**config.mk**
```make
export PLATFORM = sky130hd
export DESIGN_NAME = reset_select_regs
export DESIGN_NICKNAME = d
export VERILOG_FILES = /design/src/common/reset_select_regs_pkg.sv /design/src/rtl/reset_select_regs.sv
export VERILOG_INCLUDE_DIRS = /design/src /design/src/common
export SDC_FILE = /design/constraint.sdc
export NUM_CORES = 1
export LEC_CHECK = 0
export BUFFER_PORTS_ARGS = -buffer_cell sky130_fd_sc_hd__buf_4
export CORE_MARGIN = 4
export CORE_UTILIZATION = 28
export DETAILED_ROUTE_END_ITERATION = 10
export GPL_ROUTABILITY_DRIVEN = 0
export PLACE_DENSITY_LB_ADDON = 0.12
export SLEW_MARGIN = 10
export SYNTH_ARGS = -nofsm -noshare
export SYNTH_HDL_FRONTEND = slang
export SYNTH_SLANG_ARGS = --single-unit
```
**constraint.sdc**
```tcl
create_clock -name clk_sys -period 2.2 [get_ports clk_sys]
set_input_delay 0.22 -clock clk_sys [delete_from_list [all_inputs] [get_ports clk_sys]]
set_output_delay 0.22 -clock clk_sys [all_outputs]
set_load 0.01 [all_outputs]
```
**src/common/reset_select_regs_defines.svh**
```systemverilog
// What this block does
// RULE_01 - clear requests, hardware or software, act only while clear enable is set
// RULE_02 - writing software clear trigger clears data to chosen value, then self-clears
// RULE_03 - clear value select: 0 loads zero scale, 1 loads mid scale
// RULE_04 - power-off condition bit picks output state at power-up and reset
// RULE_05 - writing loopback user bit copies its value to toggle status bit
// RULE_06 - reference enable bit turns internal reference on when set
// RULE_07 - pass-through bit places serial interface in transparent mode
// RULE_08 - three user bits hold last written value, reset to zero
// RULE_09 - serial output disable stops forwarding and floats serial data output
// RULE_10 - frame check enable switches on incoming frame error checking
// RULE_11 - watchdog period field selects 10, 51, 102 or 204 ms timeout
// RULE_12 - watchdog runs only while watchdog enable bit is set
// RULE_13 - software selects channel before touching per-channel registers
// RULE_14 - software reset restores defaults except power-off condition bit
// RULE_15 - software clear needs clear enable; reserved bits store and read back
`ifndef RESET_SELECT_REGS_DEFINES_SVH
`define RESET_SELECT_REGS_DEFINES_SVH
`define ADDR_RESET_CFG 8'h02
`define ADDR_SELECT 8'h03
`define ADDR_SOFT_RESET 8'h01
`define ADDR_STATUS 8'h0B
`define RESET_CFG_RST 16'h0000
`define SELECT_RST 16'h0000
`define BIT_USER_A 12
`define BIT_USER_B 11
`define BIT_USER_C 10
`define BIT_CLEAR_EN 9
`define BIT_REF_EN 4
`define BIT_PASS 3
`define BIT_SW_CLEAR 2
`define BIT_POWER_OFF 1
`define BIT_LOOPBACK 0
`define BIT_CLEAR_SEL 9
`define BIT_CHAN 5
`define BIT_SERIAL_OUT_DIS 4
`define BIT_FRAME_CHK 3
`define BIT_WDT_HI 2
`define BIT_WDT_LO 1
`define BIT_WDT_EN 0
`define BIT_TOGGLE_STAT 6
`define BIT_SOFT_RESET 0
`define CLEAR_ZERO 16'h0000
`define CLEAR_MID 16'h8000
`define WDT_MS_0 10
`define WDT_MS_1 51
`define WDT_MS_2 102
`define WDT_MS_3 204
`define CLK_HZ 20000000
`endif

```
**src/common/reset_select_regs_pkg.sv**
```systemverilog
package reset_select_regs_pkg;
  typedef struct packed {
    logic [7:0] addr;
    logic [15:0] wdata;
    logic wr;
    logic rd;
  } reg_req_s;
endpackage

```
**src/rtl/reset_select_regs.sv**
```systemverilog
`timescale 1ns/1ps
`include "reset_select_regs_defines.svh"
module reset_select_regs
  import reset_select_regs_pkg::*;
#(
  parameter int unsigned WDT_CYC_0 = (`WDT_MS_0 * (`CLK_HZ / 1000)),
  parameter int unsigned WDT_CYC_1 = (`WDT_MS_1 * (`CLK_HZ / 1000)),
  parameter int unsigned WDT_CYC_2 = (`WDT_MS_2 * (`CLK_HZ / 1000)),
  parameter int unsigned WDT_CYC_3 = (`WDT_MS_3 * (`CLK_HZ / 1000))
) (
  input wire logic clk_sys,
  input wire logic nrst,
  input wire logic [7:0] regAddr,
  input wire logic [15:0] regWdata,
  input wire logic regWr,
  input wire logic regRd,
  input wire logic hwClearReq,
  output logic [15:0] regRdata,
  output logic clearPulse,
  output logic [15:0] clearValue,
  output logic userBitA,
  output logic userBitB,
  output logic userBitC,
  output logic refEnable,
  output logic passThrough,
  output logic powerOffCondition,
  output logic loopbackToggleStatus,
  output logic channelSelect,
  output logic serialOutEnableN,
  output logic frameCheckEnable,
  output logic watchdogEnable,
  output logic [31:0] watchdogPeriodCycles
);
  reg_req_s req;
  logic [15:0] cfg_q, cfg_d, sel_q, sel_d, rdata_q, rdata_d;
  logic tgl_q, tgl_d, pulse_q, pulse_d;
  logic [15:0] clrv_q, clrv_d;
  logic [31:0] wdp_q, wdp_d;
  logic softReset;

  assign req = '{addr: regAddr, wdata: regWdata, wr: regWr, rd: regRd};
  assign softReset = req.wr && req.addr == `ADDR_SOFT_RESET
    && req.wdata[`BIT_SOFT_RESET];

  always_comb begin
    cfg_d = cfg_q;
    sel_d = sel_q;
    tgl_d = tgl_q;
    pulse_d = 1'b0;
    rdata_d = 16'h0000;
    if (softReset) begin
      // power-off condition survives a software reset
      cfg_d = `RESET_CFG_RST; // RULE_14
      cfg_d[`BIT_POWER_OFF] = cfg_q[`BIT_POWER_OFF]; // RULE_14
      sel_d = `SELECT_RST; // RULE_14
      tgl_d = 1'b0;
    end else if (req.wr && req.addr == `ADDR_RESET_CFG) begin
      cfg_d = req.wdata; // RULE_08 RULE_06 RULE_07 RULE_04 RULE_15
      tgl_d = req.wdata[`BIT_LOOPBACK]; // RULE_05
      // stored trigger bit self-clears; only a one-cycle pulse leaves
      cfg_d[`BIT_SW_CLEAR] = 1'b0; // RULE_02
    end else if (req.wr && req.addr == `ADDR_SELECT) begin
      sel_d = req.wdata; // RULE_09 RULE_10 RULE_12 RULE_15
    end
    if (!softReset && cfg_q[`BIT_CLEAR_EN]) begin
      pulse_d = hwClearReq; // RULE_01
    end
    if (!softReset && req.wr && req.addr == `ADDR_RESET_CFG
        && req.wdata[`BIT_SW_CLEAR] && cfg_q[`BIT_CLEAR_EN]) begin
      pulse_d = 1'b1; // RULE_02 RULE_15 RULE_01
    end
    clrv_d = sel_q[`BIT_CLEAR_SEL] ? `CLEAR_MID : `CLEAR_ZERO; // RULE_03
    unique case (sel_q[`BIT_WDT_HI:`BIT_WDT_LO]) // RULE_11
      2'b00: wdp_d = WDT_CYC_0;
      2'b01: wdp_d = WDT_CYC_1;
      2'b10: wdp_d = WDT_CYC_2;
      2'b11: wdp_d = WDT_CYC_3;
    endcase
    if (req.rd) begin
      unique case (req.addr)
        `ADDR_RESET_CFG: rdata_d = cfg_q;
        `ADDR_SELECT: rdata_d = sel_q;
        `ADDR_STATUS: rdata_d[`BIT_TOGGLE_STAT] = tgl_q; // RULE_05
        default: rdata_d = 16'h0000;
      endcase
    end
  end

  always_ff @(posedge clk_sys or negedge nrst) begin
    if (!nrst) begin
      cfg_q <= `RESET_CFG_RST;
      sel_q <= `SELECT_RST;
      tgl_q <= 1'b0;
      pulse_q <= 1'b0;
      clrv_q <= `CLEAR_ZERO;
      wdp_q <= 32'h0000_0000;
      rdata_q <= 16'h0000;
    end else begin
      cfg_q <= cfg_d;
      sel_q <= sel_d;
      tgl_q <= tgl_d;
      pulse_q <= pulse_d;
      clrv_q <= clrv_d;
      wdp_q <= wdp_d;
      rdata_q <= rdata_d;
    end
  end

  // outputs straight from flops; channel select is only a flag for
  // software sequencing, the bank itself holds no per-channel state
  assign regRdata = rdata_q;
  assign clearPulse = pulse_q;
  assign clearValue = clrv_q;
  assign userBitA = cfg_q[`BIT_USER_A];
  assign userBitB = cfg_q[`BIT_USER_B];
  assign userBitC = cfg_q[`BIT_USER_C];
  assign refEnable = cfg_q[`BIT_REF_EN];
  assign passThrough = cfg_q[`BIT_PASS];
  assign powerOffCondition = cfg_q[`BIT_POWER_OFF];
  assign loopbackToggleStatus = tgl_q;
  assign channelSelect = sel_q[`BIT_CHAN];
  assign serialOutEnableN = sel_q[`BIT_SERIAL_OUT_DIS];
  assign frameCheckEnable = sel_q[`BIT_FRAME_CHK];
  assign watchdogEnable = sel_q[`BIT_WDT_EN];
  assign watchdogPeriodCycles = wdp_q;
endmodule // reset_select_regs

```
Yosys cells after proc, flatten, opt, wreduce, memory -nomap -nowiden:

Index checks and enable logic that the tools add are counted.

* eq/ne operators: 8
* muxes and demuxes: 15
* bitwise gates (word level): 1
* reductions and logical operators: 15

Operator list (number)
* one-hot mux 32 bit (4 select lines): 1
* two-way mux 16 bit: 7
* one-hot mux 9 bit (2 select lines): 1
* == test 8 x 2 -> 1 bit (second input constant): 2
* one-hot mux 6 bit (2 select lines): 1
* logical AND 1 bit: 9
* == test 8 x 1 -> 1 bit (second input constant): 1
* == test 8 x 4 -> 1 bit (second input constant): 1
* == test 2 bit (second input constant): 2
* two-way mux 1 bit: 4
* AND reduction 2 bit: 2
* nonzero test 2 bit: 2
* one-hot mux 1 bit (3 select lines): 1
* == test 2 x 1 -> 1 bit (second input constant): 1
* zero test 2 bit: 1
* != test 2 bit (second input constant): 1
* zero test 1 bit: 1
* inverter 1 bit: 1

* register bits after elaboration: 98
* word-level logic and storage cells: 47

Logic depth before layout (Yosys ltp):

Gate-level depths: netlist (run 1).

* depth in word-level cells: 9
* mapped depth: 6

Worst setup path before layout (run 1):

Ideal clock, no wire load.

* path kind: input to register
* start point: in regAddr[2]
* end point: reg rdata_q[10] (netlist: regRdata[10])
* arrival time: 1.633 ns
* required time: 2.127 ns
* slack: 0.494 ns
* stages on the path: 6
* buffers on the path: 2
* cells stage by stage: or3_4 or3_1 or3_1 buf_2 buf_6 nor2_1

* longest elaborated chain between the ends: 3
* elaborated cells between the ends (all ways): 4
* classes of those cells: 2 x eq/ne; 2 x mux

RTL lines
* start: declaration: line reset_select_regs.sv:13 `input wire logic [7:0] regAddr,`
* == test 8 x 2 -> 1 bit: line reset_select_regs.sv:80 `unique case (req.addr)`
* one-hot mux 9 bit (2 select lines) *: line reset_select_regs.sv:80
* two-way mux 16 bit *: line reset_select_regs.sv:79 `if (req.rd) begin`
* net rdata_d[10]: line reset_select_regs.sv:35 `logic [15:0] cfg_q, cfg_d, sel_q, sel_d, rdata_q, rdata_d;`
* end signal: assignment: line reset_select_regs.sv:105 `rdata_q <= rdata_d;`
* end: declaration: line reset_select_regs.sv:35

Mark *: on every way through the listed nets, which the timed path passes. The rest lies on a longest branch.
A chain may end at the register's enable or synchronous reset.

Final worst setup path (run 1):

* start point: in regAddr[3]
* end point: reg cfg_q[4]

* longest elaborated chain between the ends: 4
* elaborated cells between the ends (all ways): 7
* classes of those cells: 2 x eq/ne; 1 x mux; 4 x reduce/logical

RTL lines
* == test 8 x 1 -> 1 bit (no source line)
* logical AND 1 bit (no source line)
* logical AND 1 bit: line reset_select_regs.sv:42 `` assign softReset = req.wr && req.addr == `ADDR_SOFT_RESET ``
* two-way mux 16 bit or nonzero test 2 bit (tied branches)
* end signal: assignment: line reset_select_regs.sv:91 `` cfg_q <= `RESET_CFG_RST; ``
* end signal: assignment: line reset_select_regs.sv:99 `cfg_q <= cfg_d;`
* end: declaration: line reset_select_regs.sv:35

Several ways; a longest one is shown, not always the timed one.

==> flow_summary.json, run 1 <==
{
  "numClockSinks": 59,
  "worstPathCellList": "buf_4 -> or4b_1 -> nor2_2 -> nand2_1 -> a22o_1",
  "critPathMaxStageDelay_ns": 0.60,
  "p_leak_nw": 1.704,
  "endpoint": "cfg_q[4]",
  "p_int_mw": 1.768,
  "timing_worst_setup_path_type": "input port to register",
  "hpwl_mm": 4.137,
  "grt_max_degree": 60,
  "rr_endpoint": "watchdogPeriodCycles[20]",
  "cts_tree": "yes",
  "crit_slowest_cell": "or4b_1",
  "min_period_ns": 1.616,
  "drc": 0,
  "post_drt_wl_per_cell_um": 15.30,
  "seqPwrFrac_pct": 49.1,
  "startpoint": "regAddr[3]",
  "ys_ff_latch": 59,
  "row_count": 34,
  "r2r-start": "sel_q[1]",
  "clockPowerShare_pct": 41.8,
  "critPathCaptureType": "register",
  "path_clk_slew_ns": 0.06,
  "switching_share_pct": 24.29,
  "outcome": "finished, final reports clean",
  "grt_pass1_wl_mm": 9.197,
  "slew_headroom_pct": 50.92,
  "overflow": 0,
  "diodes": 0,
  "switching_power_mw": 0.5672,
  "ys_seq_area_share_pct": 58.04,
  "layout-drive-gt1-share_pct": 34.84,
  "slew_violations": 0,
  "powerDensity_nw_per_um2": 716.3,
  "rsz0062_at_grt": "no",
  "clkLatencyLatePin_ns": 0.34,
  "pin_count": 105,
  "portBuffers": 73,
  "avgSynthCellArea_um2": 12.29,
  "clock_skew_ns": 0.007508,
  "drtPass1Iterations": 4,
  "htreeDepth": 3,
  "critPathLaunchType": "input port",
  "vias_per_cell": 4.316,
  "setup_tns_ns": 0,
  "maxCapViolCount": 0,
  "fin_util_pct": 37.21,
  "wl_mm": 6.044,
  "grt_usage_pct": 11.81,
  "grt_pass1_vias": 1715,
  "rr_worst_depth": 3,
  "n_fill_cell": 878,
  "dieArea_um2": 10670,
  "reg2reg_setup_slack_ns": 1.02,
  "ys_types": 30,
  "clock.fmax_ghz": 0.6190,
  "root_buffer": "clkbuf_8",
  "yosys_warnings": 0,
  "worstHoldPathType": "input port to register",
  "antenna_found_initial": 0,
  "path_max_fanout": 13,
  "pre_cts_ws_ns": 0.2167,
  "num_vias": 1705,
  "critical_path_arrival_ns": 1.84,
  "syn_to_final_growth_pct": 28.19,
  "comb_power_share_pct": 9.1,
  "die_width_um": 103.3,
  "tightest_slew_ns": 0.7362,
  "drt_iter0_markers": 82,
  "synth_cells": 207,
  "die_y_um": 103.3,
  "start_util_pct": 29.03,
  "setup_ws_ns": 0.5844,
  "fin_crit_sh_pct": 73.44,
  "vdd_drop_max_mv": 0.2790,
  "syn_area_um2": 2544,
  "nets": 316,
  "ctsLongestPathBuffers": 2,
  "finalHoldViolCount": 0,
  "setup_violations": 0,
  "numCtsBuffers": 9,
  "cp.required_ns": 2.42,
  "ant_nets": 0,
  "core_um2": 8763,
  "post-cts-setup-buffers": 0
}
power groups by stage:
| stage | sequential, mW | clock, mW | combinational [mW] |
|---|---|---|---|
| after global placement | 1.17 | 0 | 0.213 |
| after floorplan | 1.17 | 0 | 0.134 |
| after detailed placement | 1.17 | 0 | 0.214 |
| final | 1.15 | 0.977 | 0.212 |
| after CTS | 1.15 | 1.01 | 0.216 |
| after global routing | 1.15 | 1.07 | 0.236 |
state kept, by name, indices dropped and copies added, names as in the netlist:
name and count:
watchdogPeriodCycles 9, sel_q 16, cfg_q 15, regRdata 16, clearPulse 1, clearValue 1
loopbackToggleStatus 1
through the flow:
stage	std cells	hold slack [ns]	total power, mW	instance area, um2
after detailed placement	378	0.3439	1.381	3057
after global routing	395	0.1020	2.452	3261
after CTS	395	0.1017	2.368	3261
after floorplan	237	-0.07559	1.304	2656
final	395	0.1164	2.335	3261
after global placement	378	0.3485	1.379	3057
worst min path at each step:
stage                           start                       end  slack, ns  cells past startpoint
after CTS                 regWdata[9]                  sel_q[9]       0.10                      2
after detailed placement         nrst  watchdogPeriodCycles[20]       0.34                      1
final                     regWdata[9]                  sel_q[9]       0.12                      2
after global routing      regWdata[7]                  sel_q[7]       0.10                      2
after floorplan                  nrst                  cfg_q[0]      -0.08                      0
after global placement           nrst  watchdogPeriodCycles[19]       0.35                      1
logic make-up after synthesis:
kind of cell / after synthesis / synth area share [%]
compound gates: 37 / 11.66
fa+ha+maj: 5 / 2.459
buf+inv: 53 / 14.07
flops: 59 / 58.04
mux: 16 / 6.345
other cells: 2 / 0.2952
simple gates: 35 / 7.133
worst max-delay path: cells and delay by family:
family                 cells  cell delay (ns)
AND/OR/NAND/NOR            3             1.17
AO/OA/AOI/OAI              1             0.31
buffers and inverters      1             0.13
what timing repair did:
action	in CTS	in global routing
hold buffers	1	0
hold endpoints to repair	59	0
resized for setup	0	0
placed cells by master (no fill, tap or decap), drive strengths merged:
| master | count |
|---|---|
| nor3b | 1 |
| ha | 5 |
| clkbuf | 11 |
| nor2 | 17 |
| and3 | 1 |
| or4b | 1 |
| or2 | 1 |
| or4 | 1 |
| o211ai | 1 |
| clkinvlp | 1 |
| clkinv | 3 |
| buf | 80 |
| nand2 | 3 |
| a22o | 29 |
| dlygate4sd3 | 1 |
| nand2b | 1 |
| o21ai | 3 |
| mux2 | 1 |
| or3 | 3 |
| bufinv | 1 |
| nor3 | 5 |
| a21oi | 4 |
| inv | 6 |
| nor4 | 1 |
| dfrtp | 59 |
| mux2i | 15 |
| conb | 32 |
routing by layer:
| metal | routed length (um) | GRT usage (%) | vias to the layer above |
|---|---|---|---|
| met3 | 495 | 3.353 | 9 |
| met5 | 0 | 0 | - |
| met1 | 2525 | 14.57 | 824 |
| li1 | - | - | 794 |
| met2 | 2911 | 19.19 | 78 |
| met4 | 111 | 5.378 | 0 |
cells in the mapped netlist:
library cell	n	share of area, %
buf_2	3	0.59
inv_1	6	0.89
mux2_2	1	0.44
a21oi_1	4	0.79
or3_1	2	0.49
nor3_1	4	0.79
a22o_1	29	10
nand2b_1	1	0.25
nor2_1	16	2.4
o21ai_0	3	0.59
or2_2	1	0.25
conb_1	2	0.30
dfrtp_1	59	58
clkbuf_2	1	0.20
or4_1	1	0.30
buf_6	1	0.44
o211ai_1	1	0.30
ha_1	5	2.5
nand2_1	3	0.44
nor4_1	1	0.25
or4b_1	1	0.39
clkbuf_1	2	0.30
buf_1	1	0.15
nor3_2	1	0.39
and3_1	1	0.25
mux2i_1	15	5.9
buf_4	39	12
or3_4	1	0.44
nor2_2	1	0.25
nor3b_1	1	0.30
final cells by class:
class,count,area (um2),share of cell area (%)
flip-flops and latches,59,1476,45.28
multi-input cells,125,822.0,25.21
repair buffers,81,610.6,18.73
clock buffers,11,141.4,4.336
well taps,108,135.1,4.144
clock inverters,5,52.55,1.612
inverters,6,22.52,0.6907
Note: power is estimated with default switching activity, not from simulation.
==> inputs of run 2 (changes only) <==
Clock period 2.2 ns to 1.7 ns, I/O delays scaled along.
==> flow_summary.json, run 2 (same netlist as run 1, synthesis figures left out) <==
{
  "outcome": "finished, final reports clean",
  "nets": 325,
  "top_layer": "met4",
  "core_um2": 8763,
  "path_max_fanout": 7,
  "num_vias": 1744,
  "powerDensity_nw_per_um2": 891.8,
  "path_clk_slew_ns": 0.07,
  "wl_met2_mm": 3.136,
  "root_buffer": "clkbuf_8",
  "switching_share_pct": 24.31,
  "grt_pass1_vias": 1803,
  "clock.fmax_ghz": 0.7096,
  "crit_slowest_cell": "or3_4",
  "start_util_pct": 29.03,
  "maxCapViolCount": 0,
  "critPathMaxStageDelay_ns": 0.38,
  "post_cts_resize_count": 0,
  "htreeDepth": 3,
  "n_fill_cell": 901,
  "slew_violations": 0,
  "layout-drive-gt1-share_pct": 36.95,
  "worstHoldPathType": "input port to register",
  "worst-path-stages": 6,
  "min_period_ns": 1.409,
  "rr_worst_depth": 3,
  "overflow": 0,
  "dp.cells": 387,
  "grt_max_degree": 37,
  "pin_count": 105,
  "drt_iter0_markers": 30,
  "critPathLaunchType": "input port",
  "portBuffers": 73,
  "hpwl_mm": 4.543,
  "final_common_cell": "buf_4",
  "final_cell_mix": "buf_4 (88), dfrtp_1 (59), conb_1 (32)",
  "wl_mm": 6.237,
  "final_cells": 403,
  "numClockSinks": 59,
  "p_total_mw": 2.968,
  "clock_skew_ns": 0.005030,
  "rsz0062_at_grt": "no",
  "fin_util_pct": 37.98,
  "cts_tree": "yes",
  "wl_met1_mm": 2.585,
  "diodes": 0,
  "path_delay_family": "simple AND/OR/NAND/NOR gates",
  "row_count": 34,
  "switching_power_mw": 0.7215,
  "clkLatencyLatePin_ns": 0.33,
  "vias_per_cell": 4.328,
  "setup_violations": 0,
  "ctsLongestPathBuffers": 2,
  "fin_crit_sh_pct": 82.89,
  "p_leak_nw": 1.746,
  "seq_area_um2": 1476,
  "ant_nets": 0,
  "seqPwrFrac_pct": 49.9,
  "worstPathCellList": "buf_4 -> or3_4 -> or3_1 -> or3_1 -> buf_4 -> nor3_1",
  "comb_power_share_pct": 9.7,
  "grt_pass1_wl_mm": 9.597,
  "p_int_mw": 2.247,
  "critPathCaptureType": "register",
  "multi_input_area_um2": 822.0,
  "antenna_found_initial": 0,
  "drc": 0,
  "numCtsBuffers": 9,
  "finalHoldViolCount": 0,
  "drtPass1Iterations": 4,
  "holdPathStages": 2,
  "syn_to_final_growth_pct": 30.84,
  "post_drt_wl_per_cell_um": 15.48,
  "vdd_drop_max_mv": 0.2574,
  "cp.required_ns": 1.95,
  "critical_path_arrival_ns": 1.66,
  "die_y_um": 103.3,
  "met3_length_um": 458,
  "die_width_um": 103.3,
  "clockPowerShare_pct": 40.4,
  "path_buf_inv": 2,
  "grt_usage_pct": 12.27,
  "timing_worst_setup_path_type": "input port to register",
  "dieArea_um2": 10670
}
## run 2: cell count changes in the layout (fill, tap and decap cells not counted), sizes merged
cell,change
buf,+9
clkbuf,-2
clkinv,+1
## run 2: metal layers
layer | vias up | track usage, %
met3 | 4 | 4.292
met5 | - | 0
met1 | 851 | 14.70
met4 | 0 | 3.884
met2 | 74 | 20.72
li1 | 815 | -
## run 2: layout make-up
cell class              instances  area share (%)
flip-flops and latches         59           44.36
multi-input cells             125           24.70
repair buffers                 90           20.75
well taps                     108           4.060
clock buffers                   9           3.722
clock inverters                 6           1.729
inverters                       6          0.6767
## run 2: power by group through the flow
| stage | registers, mW | logic [mW] | clock network (mW) |
|---|---|---|---|
| 2_1_floorplan | 1.51 | 0.174 | 0 |
| 3_3_place_gp | 1.51 | 0.290 | 0 |
| 3_5_place_dp | 1.51 | 0.291 | 0 |
| 4_1_cts | 1.48 | 0.294 | 1.24 |
| 5_1_grt | 1.49 | 0.321 | 1.31 |
| 6_report | 1.48 | 0.288 | 1.20 |
## run 2: path summary, 6_finish.rpt
| check | start | endpoint | slack [ns] |
|---|---|---|---|
| setup / recovery | regAddr[2] | regRdata[2] | 0.29 |
| hold / removal | regWdata[3] | sel_q[3] | 0.07 |
| setup reg to reg | sel_q[1] | watchdogPeriodCycles[20] | 0.56 |
| hold reg to reg | sel_q[9] | clearValue[15] | 0.43 |
| max in group asynchronous | nrst | cfg_q[15] | 0.85 |
| min in group asynchronous | nrst | watchdogPeriodCycles[19] | 0.34 |
## run 2: worst register-to-register path, cell delays in order, from the launching register on
cell and delay (ns):
dfrtp_1 0.45, inv_1 0.09, ha_1 0.21, or2_2 0.28
## run 2: repair_timing
| item | 4_1_cts | 5_1_grt |
|---|---|---|
| hold buffers | 1 | 0 |
| endpoints found under the hold margin | 34 | 0 |
| setup buffers | 0 | 0 |
## run 2: through the flow
step | instance area, um2 | hold WS [ns] | worst slack [ns] | setup TNS (ns)
3_5_place_dp | 3137 | 0.1678 | -0.08278 | -1.214
2_1_floorplan | 2656 | -0.1256 | 0.04414 | 0
4_1_cts | 3328 | 0.05165 | 0.2730 | 0
3_3_place_gp | 3137 | 0.1640 | -0.07432 | -0.8027
6_report | 3328 | 0.07243 | 0.2908 | 0
5_1_grt | 3328 | 0.05359 | 0.1982 | 0
